### src/common/ubc_pkg.sv
// constants for the break control and branch trace block
package ubc_pkg;

    // ------------------------------------------------------------
    // register byte offsets
    // ------------------------------------------------------------
    localparam logic [7:0] ADR_BREAK_CONTROL = 8'h00;
    localparam logic [7:0] ADR_EXEC_COUNT_B = 8'h04;
    localparam logic [7:0] ADR_SOURCE_TRACE = 8'h08;
    localparam logic [7:0] ADR_DEST_TRACE = 8'h0C;
    localparam logic [7:0] ADR_BUS_CYCLE_B = 8'h10;
    localparam logic [7:0] ADR_ASID_VALUES = 8'h14;

    // ------------------------------------------------------------
    // break control fields
    // ------------------------------------------------------------
    localparam int BIT_ASID_IGNORE_A = 21;
    localparam int BIT_ASID_IGNORE_B = 20;
    localparam int BIT_CPU_HIT_A = 15;
    localparam int BIT_CPU_HIT_B = 14;
    localparam int BIT_DMA_HIT_A = 13;
    localparam int BIT_DMA_HIT_B = 12;
    localparam int BIT_TRACE_ENABLE = 11;
    localparam int BIT_FETCH_TIMING_A = 10;
    localparam int BIT_DATA_COMPARE_B = 7;
    localparam int BIT_FETCH_TIMING_B = 6;
    localparam int BIT_CHAIN_SELECT = 3;
    localparam int BIT_COUNT_ENABLE_B = 0;
    localparam logic [31:0] BREAK_CONTROL_WMASK = 32'h0030_FCC9;
    localparam logic [31:0] BREAK_CONTROL_RESET = 32'h0000_0000;

    // ------------------------------------------------------------
    // count, size and trace fields
    // ------------------------------------------------------------
    localparam int COUNT_W = 12;
    localparam logic [COUNT_W-1:0] COUNT_RESET = 12'h000;
    localparam logic [COUNT_W-1:0] COUNT_LAST = 12'h001;
    localparam logic [1:0] SIZE_ANY = 2'h0;
    localparam logic [1:0] SIZE_RESET = 2'h0;
    localparam logic [15:0] ASID_RESET = 16'h0000;
    localparam int ASID_B_LSB = 8;
    localparam int TRACE_DEPTH = 8;
    localparam int TRACE_ADDR_W = 28;
    localparam int TRACE_PID_LSB = 28;
    localparam int TRACE_VALID_BIT = 31;

endpackage : ubc_pkg

### src/hdl/user_break_control_trace.sv
// break control, channel b counting and branch trace queues
//
// Implementation choices: the Wishbone interface to the registers and the register addresses.
`timescale 1ns/1ps
// Overview of operation
// - channel b size field: 00 any, 01 byte, 10 word, 11 longword.
// - asid_ignore_a clear compares all eight asid bits on channel a.
// - asid_ignore_b clear compares all eight asid bits on channel b.
// - cpu cycle matches set cpu_hit_flag_a or _b; hardware never clears them.
// - dma cycle matches set dma_hit_flag_a or _b; hardware never clears them.
// - a hit flag clears only when software writes zero to it or on either reset.
// - trace_enable high records branches, low stops recording.
// - fetch_timing_a picks break before or after execution on channel a.
// - fetch_timing_b picks break before or after execution on channel b.
// - data_compare_enable_b adds data comparison to channel b condition.
// - chain_select zero makes channels independent, one makes them sequential.
// - count_enable_b makes channel b break only after counted matches.
// - each counted match decrements, holding at zero; break on match once count is one or zero.
// - execution count is twelve bits; upper twenty bits read zero.
// - reserved control bits read zero; writes to them are dropped.
// - source record keeps last address fetched before the branch.
// - source_valid sets on capture, clears on read and on resets.
// - source record bits 30 to 28 hold decode_buffer_pointer.
// - source records form an eight-entry queue shifting on each branch.
// - destination queue captures branch targets; dest_valid sets and clears likewise.
// - record contents other than valid flags survive both resets.
// - destination record holds first fetched address and dest_valid in bit 31.
// - satisfied break conditions raise a break request to the interrupt controller.
// - sequential mode ignores b before a, and simultaneous a and b.
module user_break_control_trace (
    // clock and resets
    input wire logic mclk,
    input wire logic sys_rst,
    input wire logic manual_rst,
    // wishbone slave
    input wire logic wb_cyc_i,
    input wire logic wb_stb_i,
    input wire logic wb_we_i,
    input wire logic [7:0] wb_adr_i,
    input wire logic [3:0] wb_sel_i,
    input wire logic [31:0] wb_dat_i,
    output logic [31:0] wb_dat_o,
    output logic wb_ack_o,
    // observed bus cycle
    input wire logic cyc_valid,
    input wire logic cyc_is_dma,
    input wire logic cyc_is_fetch,
    input wire logic [1:0] cyc_size,
    input wire logic [7:0] cyc_asid,
    input wire logic addr_match_a,
    input wire logic addr_match_b,
    input wire logic data_match_b,
    // branch events
    input wire logic branch_event,
    input wire logic [27:0] branch_src_addr,
    input wire logic [2:0] branch_pid,
    input wire logic [27:0] branch_dst_addr,
    // break request
    output logic break_req,
    output logic break_post_exec,
    output logic break_on_b
);

    // ------------------------------------------------------------
    // helpers
    // ------------------------------------------------------------
    function automatic logic [31:0] merge_bytes(input logic [31:0] old_v,
            input logic [31:0] new_v, input logic [3:0] sel);
        logic [31:0] r;
        r = old_v;
        for (int i = 0; i < 4; i++) begin
            if (sel[i]) begin
                r[8*i +: 8] = new_v[8*i +: 8];
            end
        end
        return r;
    endfunction : merge_bytes

    // ------------------------------------------------------------
    // manual reset synchroniser
    // ------------------------------------------------------------
    logic mrst_meta_q;
    logic mrst_sync_q;
    always_ff @(posedge mclk) begin
        mrst_meta_q <= manual_rst;
        mrst_sync_q <= mrst_meta_q;
    end
    logic rst;
    assign rst = sys_rst | mrst_sync_q;

    // ------------------------------------------------------------
    // bus decode
    // ------------------------------------------------------------
    logic ack_q, ack_d;
    logic [31:0] rdat_q, rdat_d;
    logic acc, wr, rd;
    assign acc = wb_cyc_i & wb_stb_i & ~ack_q;
    assign wr = acc & wb_we_i;
    assign rd = acc & ~wb_we_i;

    // ------------------------------------------------------------
    // registers
    // ------------------------------------------------------------
    logic [31:0] ctl_q, ctl_d;
    logic [ubc_pkg::COUNT_W-1:0] cnt_q, cnt_d;
    logic [1:0] size_b_q, size_b_d;
    logic [15:0] asid_q, asid_d;
    logic armed_q, armed_d;
    logic brk_q, brk_d;
    logic post_q, post_d;
    logic onb_q, onb_d;

    // ------------------------------------------------------------
    // match conditions
    // ------------------------------------------------------------
    logic asid_ok_a, asid_ok_b, size_ok_b, data_ok_b;
    logic cond_a, cond_b, hit_b, count_ok, fire_a, fire_b;
    logic [31:0] wmerged, cnt_word, size_word, asid_word;

    assign asid_ok_a = ctl_q[ubc_pkg::BIT_ASID_IGNORE_A] | (cyc_asid == asid_q[7:0]);
    assign asid_ok_b = ctl_q[ubc_pkg::BIT_ASID_IGNORE_B]
        | (cyc_asid == asid_q[ubc_pkg::ASID_B_LSB +: 8]);
    assign size_ok_b = (size_b_q == ubc_pkg::SIZE_ANY) | (size_b_q == cyc_size);
    assign data_ok_b = ~ctl_q[ubc_pkg::BIT_DATA_COMPARE_B] | cyc_is_fetch | data_match_b;
    assign cond_a = cyc_valid & addr_match_a & asid_ok_a;
    assign cond_b = cyc_valid & addr_match_b & asid_ok_b & size_ok_b & data_ok_b;

    assign hit_b = ctl_q[ubc_pkg::BIT_CHAIN_SELECT] ? (cond_b & armed_q & ~cond_a) : cond_b;
    assign count_ok = ~ctl_q[ubc_pkg::BIT_COUNT_ENABLE_B] | (cnt_q <= ubc_pkg::COUNT_LAST);
    // a breaks alone only when independent
    assign fire_a = cond_a & ~ctl_q[ubc_pkg::BIT_CHAIN_SELECT];
    assign fire_b = hit_b & count_ok;
    assign wmerged = merge_bytes(ctl_q, wb_dat_i, wb_sel_i);
    // narrow registers merge through a full word, then get sliced
    assign cnt_word = merge_bytes({20'h0_0000, cnt_q}, wb_dat_i, wb_sel_i);
    assign size_word = merge_bytes({30'h0000_0000, size_b_q}, wb_dat_i, wb_sel_i);
    assign asid_word = merge_bytes({16'h0000, asid_q}, wb_dat_i, wb_sel_i);

    always_comb begin
        ctl_d = ctl_q;
        cnt_d = cnt_q;
        size_b_d = size_b_q;
        asid_d = asid_q;
        armed_d = armed_q;
        if (wr && wb_adr_i == ubc_pkg::ADR_BREAK_CONTROL) begin
            ctl_d = wmerged & ubc_pkg::BREAK_CONTROL_WMASK;
            // writing one never sets a flag
            ctl_d[15:12] = ctl_q[15:12] & wmerged[15:12];
        end
        if (wr && wb_adr_i == ubc_pkg::ADR_EXEC_COUNT_B) begin
            cnt_d = cnt_word[ubc_pkg::COUNT_W-1:0];
        end
        if (wr && wb_adr_i == ubc_pkg::ADR_BUS_CYCLE_B) begin
            size_b_d = size_word[1:0];
        end
        if (wr && wb_adr_i == ubc_pkg::ADR_ASID_VALUES) begin
            asid_d = asid_word[15:0];
        end
        if (cond_a && !cyc_is_dma) begin
            ctl_d[ubc_pkg::BIT_CPU_HIT_A] = 1'b1;
        end
        if (cond_b && !cyc_is_dma) begin
            ctl_d[ubc_pkg::BIT_CPU_HIT_B] = 1'b1;
        end
        if (cond_a && cyc_is_dma) begin
            ctl_d[ubc_pkg::BIT_DMA_HIT_A] = 1'b1;
        end
        if (cond_b && cyc_is_dma) begin
            ctl_d[ubc_pkg::BIT_DMA_HIT_B] = 1'b1;
        end
        if (hit_b && ctl_q[ubc_pkg::BIT_COUNT_ENABLE_B] && cnt_q != ubc_pkg::COUNT_RESET) begin
            cnt_d = cnt_q - ubc_pkg::COUNT_LAST;
        end
        // sequencing arms on a, drops after b break
        if (!ctl_q[ubc_pkg::BIT_CHAIN_SELECT]) begin
            armed_d = 1'b0;
        end else if (cond_a) begin
            armed_d = 1'b1;
        end else if (fire_b) begin
            armed_d = 1'b0;
        end
    end

    // ------------------------------------------------------------
    // break request
    // ------------------------------------------------------------
    always_comb begin
        brk_d = fire_a | fire_b;
        onb_d = fire_b & ~fire_a;
        post_d = 1'b0;
        if (fire_a && cyc_is_fetch) begin
            post_d = ctl_q[ubc_pkg::BIT_FETCH_TIMING_A];
        end else if (fire_b && cyc_is_fetch) begin
            post_d = ctl_q[ubc_pkg::BIT_FETCH_TIMING_B];
        end
    end

    always_ff @(posedge mclk) begin
        if (rst) begin
            ctl_q <= ubc_pkg::BREAK_CONTROL_RESET;
            cnt_q <= ubc_pkg::COUNT_RESET;
            size_b_q <= ubc_pkg::SIZE_RESET;
            asid_q <= ubc_pkg::ASID_RESET;
            armed_q <= 1'b0;
            brk_q <= 1'b0;
            post_q <= 1'b0;
            onb_q <= 1'b0;
        end else begin
            ctl_q <= ctl_d;
            cnt_q <= cnt_d;
            size_b_q <= size_b_d;
            asid_q <= asid_d;
            armed_q <= armed_d;
            brk_q <= brk_d;
            post_q <= post_d;
            onb_q <= onb_d;
        end
    end

    // ------------------------------------------------------------
    // branch trace queues
    // ------------------------------------------------------------
    // entry 0 is newest; a read pops it so software can walk all eight
    logic [30:0] src_q [ubc_pkg::TRACE_DEPTH];
    logic [30:0] src_d [ubc_pkg::TRACE_DEPTH];
    logic [27:0] dst_q [ubc_pkg::TRACE_DEPTH];
    logic [27:0] dst_d [ubc_pkg::TRACE_DEPTH];
    logic [ubc_pkg::TRACE_DEPTH-1:0] sval_q, sval_d, dval_q, dval_d;
    logic capture, pop_src, pop_dst;

    assign capture = branch_event & ctl_q[ubc_pkg::BIT_TRACE_ENABLE];
    assign pop_src = rd & (wb_adr_i == ubc_pkg::ADR_SOURCE_TRACE);
    assign pop_dst = rd & (wb_adr_i == ubc_pkg::ADR_DEST_TRACE);

    always_comb begin
        src_d = src_q;
        dst_d = dst_q;
        sval_d = sval_q;
        dval_d = dval_q;
        if (pop_src) begin
            sval_d[0] = 1'b0;
        end
        if (pop_dst) begin
            dval_d[0] = 1'b0;
        end
        if (capture) begin
            for (int i = ubc_pkg::TRACE_DEPTH - 1; i > 0; i--) begin
                src_d[i] = src_q[i-1];
                dst_d[i] = dst_q[i-1];
                sval_d[i] = sval_d[i-1];
                dval_d[i] = dval_d[i-1];
            end
            src_d[0] = {branch_pid, branch_src_addr};
            dst_d[0] = branch_dst_addr;
            sval_d[0] = 1'b1;
            dval_d[0] = 1'b1;
        end else begin
            if (pop_src) begin
                for (int i = 0; i < ubc_pkg::TRACE_DEPTH - 1; i++) begin
                    src_d[i] = src_q[i+1];
                    sval_d[i] = sval_q[i+1];
                end
                sval_d[ubc_pkg::TRACE_DEPTH-1] = 1'b0;
            end
            if (pop_dst) begin
                for (int i = 0; i < ubc_pkg::TRACE_DEPTH - 1; i++) begin
                    dst_d[i] = dst_q[i+1];
                    dval_d[i] = dval_q[i+1];
                end
                dval_d[ubc_pkg::TRACE_DEPTH-1] = 1'b0;
            end
        end
    end

    always_ff @(posedge mclk) begin
        src_q <= src_d;
        dst_q <= dst_d;
    end

    // valid flags cleared by either reset
    always_ff @(posedge mclk) begin
        if (rst) begin
            sval_q <= '0;
            dval_q <= '0;
        end else begin
            sval_q <= sval_d;
            dval_q <= dval_d;
        end
    end

    // ------------------------------------------------------------
    // bus answer
    // ------------------------------------------------------------
    always_comb begin
        ack_d = acc;
        rdat_d = 32'h0000_0000;
        if (rd) begin
            unique case (wb_adr_i)
                ubc_pkg::ADR_BREAK_CONTROL: rdat_d = ctl_q;
                ubc_pkg::ADR_EXEC_COUNT_B: rdat_d = {20'h0_0000, cnt_q};
                ubc_pkg::ADR_SOURCE_TRACE: rdat_d = {sval_q[0], src_q[0]};
                ubc_pkg::ADR_DEST_TRACE: rdat_d = {dval_q[0], 3'h0, dst_q[0]};
                ubc_pkg::ADR_BUS_CYCLE_B: rdat_d = {30'h0000_0000, size_b_q};
                ubc_pkg::ADR_ASID_VALUES: rdat_d = {16'h0000, asid_q};
                default: rdat_d = 32'h0000_0000;
            endcase
        end
    end

    always_ff @(posedge mclk) begin
        if (rst) begin
            ack_q <= 1'b0;
            rdat_q <= 32'h0000_0000;
        end else begin
            ack_q <= ack_d;
            rdat_q <= rdat_d;
        end
    end

    assign wb_ack_o = ack_q;
    assign wb_dat_o = rdat_q;
    assign break_req = brk_q;
    assign break_post_exec = post_q;
    assign break_on_b = onb_q;

endmodule : user_break_control_trace

### config.mk
export PLATFORM = sky130hd
export DESIGN_NAME = user_break_control_trace
export DESIGN_NICKNAME = d
export VERILOG_FILES = /design/src/common/ubc_pkg.sv /design/src/hdl/user_break_control_trace.sv
export SDC_FILE = /design/constraint.sdc
export NUM_CORES = 1
export LEC_CHECK = 0
export CORE_UTILIZATION = 55
export DETAILED_ROUTE_END_ITERATION = 8
export DONT_BUFFER_PORTS = 1
export PLACE_DENSITY = 0.73
export SLEW_MARGIN = 15
export SYNTH_ARGS = -nofsm -noshare
export SYNTH_HDL_FRONTEND = slang
export SYNTH_SLANG_ARGS = --single-unit
### constraint.sdc
create_clock -name mclk -period 8.2 [get_ports mclk]
set_input_delay 2.05 -clock mclk [delete_from_list [all_inputs] [get_ports mclk]]
set_output_delay 2.05 -clock mclk [all_outputs]
set_load 0.005 [all_outputs]
# == Word-level counts from Yosys, hierarchy flattened ==
# Cells that the tools add are included.
# W data, S select, Z words.
# op_classes
n_bitwise,35
n_addsub,1
n_reduce_logical,36
order_cmp,1
mux,27
n_eq_ne,8
# ops
cell,count
$mux W217,2
$mux W196,2
$pmux W32 S6,1
$mux W8,7
$mux W12,2
$reduce_bool A2 Y1,10
$and A1 B1 Y1,18
$eq A8 B4 Y1 const B,2
$eq A8 B5 Y1 const B,2
$eq A8 B8 Y1,2
$mux W16,1
$reduce_and A2 Y1,8
$le A12 B1 Y1 const B,1
$logic_and A1 B1 Y1,12
$reduce_bool A12 Y1,1
$sub A12 B1 Y12 const B,1
$mux W1,11
$eq A8 B3 Y1 const B,1
$logic_not A8 Y1,1
$not A1 Y1,8
$or A1 B1 Y1,8
$and A4 B4 Y4,1
$mux W4,1
$reduce_or A2 Y1,2
other kinds (3),3
# totals
register_bits,569
word_cells,148
out_inout_bits,36
input_bits,126

# == Logic depth before layout (Yosys ltp) ==
# logic_depth
ltp_word,12
mapped_depth,9
depth_no_buf,7

# == Worst setup path after synthesis ==
# Ideal clock, no wire load.
# synth_path
kind,input to register
from,input wb_adr_i[1]
to,"register src_q[100] in the netlist's numbering, enable pin"
path_stages,6
setup_time_ns,0.587
required_time_ns,7.613
n_path_buf,1
arrival_ns,7.940
setup_slack_ns,-0.326
path_cell_list,or4_4 > nor4_2 > and2_1 > buf_2 > nand2_2 > nand2_1
# synth_between
elab_chain_len,3
# synth_lines
item,line_no,rtl
"start, declared",user_break_control_trace.sv:39,"input wire logic [7:0] wb_adr_i,"
$eq A8 B4 Y1,user_break_control_trace.sv:232,assign pop_src = rd & (wb_adr_i == ubc_pkg::ADR_SOURCE_TRACE);
$and A1 B1 Y1,user_break_control_trace.sv:232,
$reduce_bool A2 Y1 (no source line),n/a,
"end signal, assigned",user_break_control_trace.sv:276,src_q <= src_d;
"end, declared",user_break_control_trace.sv:224,logic [30:0] src_q [ubc_pkg::TRACE_DEPTH];
# No other way between the ends.
# A chain may end at the register's enable or synchronous reset.

# == Final worst setup path ==
# layout_path
from,input wb_adr_i[1]
to,"register src_q[67] in the netlist's numbering, enable pin"
# Same word-level chain as after synthesis.

==> impl_metrics.py <==
metrics = {
    "sta": {
        "finalSetupViolCount": 0,
        "slew_headroom": 0.2811,
        "hold_viol": 0,
        "clock_skew_ns": 0.01808,
        "worst_slew_pin_slew_ns": 1.078,
        "whs_ns": 0.3276,
        "max_freq_mhz": 194.5,
        "post-route-period-util": 0.6268,
        "setup_ws_ns": 3.060,
        "slew_viol_final": 0,
        "rsz0062_at_grt": "no",
        "setup_tns_ns": 0,
        "min_period_ns": 5.140,
    },
    "yosys": {
        "yosys_most_used_dff": "edfxtp_1",
        "ys_types": 59,
        "synthTopCellsByArea": "edfxtp_1 (60%), nand2_1 (20%), dfxtp_1 (8.2%)",
        "syn_inst": 2322,
        "synth_edf_count": 472,
        "synth_area_per_cell_um2": 10.22,
        "synth_most_common_cell": "nand2_1",
        "yosysWarnings": 0,
        "synth_seq_area_share": 0.6790,
        "synth_largest_area_cell": "edfxtp_1",
        "ys_top_cells_by_count": "nand2_1 (1285), edfxtp_1 (472), clkbuf_1 (105)",
        "ys_async_sr_fraction": 0,
        "synth_area_um2": 23730,
        "ys_ff_latch": 569,
        "yosysTopAreaCellShare": 0.5972,
        "syn_nets": 2451,
    },
    "clocking": {
        "cts_sinks": 569,
        "path_clk_slew_ns": 0.06,
        "postCtsHoldBufs": 0,
        "clk_latency_ns": 0.60,
        "clockRootBuffer": "clkbuf_16",
        "post_cts_buffers": 0,
        "cts_tree": "yes",
        "cts_resized": 0,
        "clockBufferDepth": 3,
        "cts_buffers": 56,
        "htree_levels": 2,
    },
    "final_layout": {
        "n_fill_cell": 3374,
        "area_delta_synth_final_pct": 9.542,
        "design_area_um2": 26000,
        "drive_above_1_share": 0.05781,
        "multi_input_area_um2": 7104,
        "layout.nets": 2402,
        "seq_area_um2": 16120,
    },
    "floorplanning": {
        "rows": 75,
        "die_w_um": 209.7,
        "coreArea_um2": 42230,
        "io-pin-count": 162,
        "dieArea_um2": 43990,
        "initial_core_util": 0.5620,
        "dieHeight_um": 209.7,
    },
    "setup_path": {
        "crit_fanout": 132,
        "reg2reg_from": "ctl_q[11]",
        "r2r_cells": 5,
        "cp.arrival_ns": 5.37,
        "crit_start": "wb_adr_i[1]",
        "r2r_slack_ns": 4.87,
        "critPathKind": "in2reg",
        "crit_path_end_kind": "flop",
        "cp.required_ns": 8.43,
        "r2r_end": "dst_q[28]",
        "start_kind": "primary input",
    },
    "min_path": {
        "hp-class": "reg2reg",
        "hold_depth": 0,
        "min_to": "mrst_sync_q",
        "worstHoldStart": "mrst_meta_q",
    },
    "power_and_ir_drop": {
        "power.total_mw": 5.737,
        "p_leak_nw": 10.21,
        "vdd_drop_max_uv": 169.3,
        "power_density_nw_per_um2": 220.6,
    },
    "placed_design": {
        "dp_hpwl_mm": 29.71,
        "dpl_cell_area_um2": 24110,
        "gp_congestion": 0.9205,
        "pre_cts_slack_ns": 2.469,
        "portBuffers": 0,
    },
    "global_routing": {
        "overflow": 0,
        "track_usage": 0.2224,
        "antenna_found_initial": 4,
        "grt_pass1_wl_mm": 77.83,
        "grt_pass1_vias": 14636,
        "grt_max_degree": 218,
    },
    "detailed_routing": {
        "ant_nets": 0,
        "drt-vias-per-instance": 5.462,
        "num_vias": 15615,
        "first_pass_iters": 7,
        "drt_iter0_markers": 1720,
        "routed_wl_mm": 48.90,
        "avgRoutedWirePerCell_um": 17.10,
        "drc": 0,
    },
    "flow_run": {
        "maxCapViolCount": 0,
    },
    "outcome": {
        "status": "finished clean",
    },
}
## layout make-up
cell class | count | share of cell area
inverter | 12 | 0.002021
clock buffer | 80 | 0.06290
tap | 539 | 0.02594
multi-input combinational | 1616 | 0.2733
timing repair buffer | 18 | 0.006160
antenna | 2 | 0.0001925
clock inverter | 23 | 0.009673
sequential | 569 | 0.6199
## critical path, cell delays in order
cell and delay (ns):
or4_4 0.58, nor4_2 0.16, buf_4 0.27, and2_1 0.15
buf_4 0.37, nand2_2 0.27, nand2_8 0.70, buf_4 0.64
## report_power, final
part / total [mW] / switching, mW / internal [mW]
clock: 2.63 / 1.08 / 1.54
sequential: 3.09 / 0.000650 / 3.09
combinational: 0.0235 / 0.0143 / 0.00921
## state kept, by name (all words and copies together), names as in the netlist, 2 cells and up
register and count:
ctl_q 12, cnt_q 12, sval_q 8, size_b_q 2, dst_q 224, asid_q 16, dval_q 8, wb_dat_o 32
src_q 248
## kinds of logic (layout without fill, tap and decap cells)
group	after synthesis	count (layout)	share of synthesized area
and+or+nand+nor	1444	1444	0.2375
xor gates and xnor gates	17	17	0.006274
adders and majority gates	3	3	0.001582
AOI/OAI and AO/OA	112	112	0.03511
other	0	2	0
muxes	40	40	0.01755
buffers and inverters	137	133	0.02298
DFF	569	569	0.6790
## through the flow
| step | std cells | utilization |
|---|---|---|
| final | 2859 | 0.6157 |
| after CTS | 2857 | 0.6156 |
| after floorplan | 2322 | - |
| after global routing | 2857 | 0.6156 |
| after detailed placement | 2754 | 0.5709 |
| after global placement | 2754 | 0.5709 |
## how the worst max path moves through the flow
| stage | to | slack, ns | depth (start not counted) |
|---|---|---|---|
| detailed placement | src_q[94] | 2.47 | 8 |
| CTS | src_q[32] | 3.11 | 8 |
| finish | src_q[67] | 3.06 | 8 |
| global placement | src_q[63] | 2.51 | 8 |
| global route | src_q[129] | 2.86 | 8 |
| floorplan | dst_q[100] | 0.15 | 6 |
## cells in the final DEF, fill, tap and decap left out, types with 4 or more instances in the layout
cell / n
a211oi_1: 6
a21oi_1: 22
a222oi_1: 13
a22o_1: 8
a22oi_1: 17
a311oi_1: 10
and2_1: 4
and3_1: 15
buf_4: 16
bufinv_16: 5
clkbuf_1: 13
clkbuf_16: 59
clkbuf_8: 8
clkinv_1: 5
clkinv_2: 6
dfxtp_1: 97
edfxtp_1: 472
inv_1: 11
mux2_2: 13
mux2i_1: 27
nand2_1: 1282
nand3_1: 27
nand4_1: 4
nor2_1: 79
nor2b_1: 4
nor3_1: 6
o21ai_0: 14
xnor2_1: 8
xor2_1: 9
## layer usage
metal  up-vias  global-route usage  wire (µm)
met4         4             0.06595       1058
met2       452              0.3436      22300
met5         -                   0         25
li1       7625                   -          -
met1      7457              0.3153      21710
met3        77             0.05147       3800
Note: power is estimated with default switching activity, not from simulation.
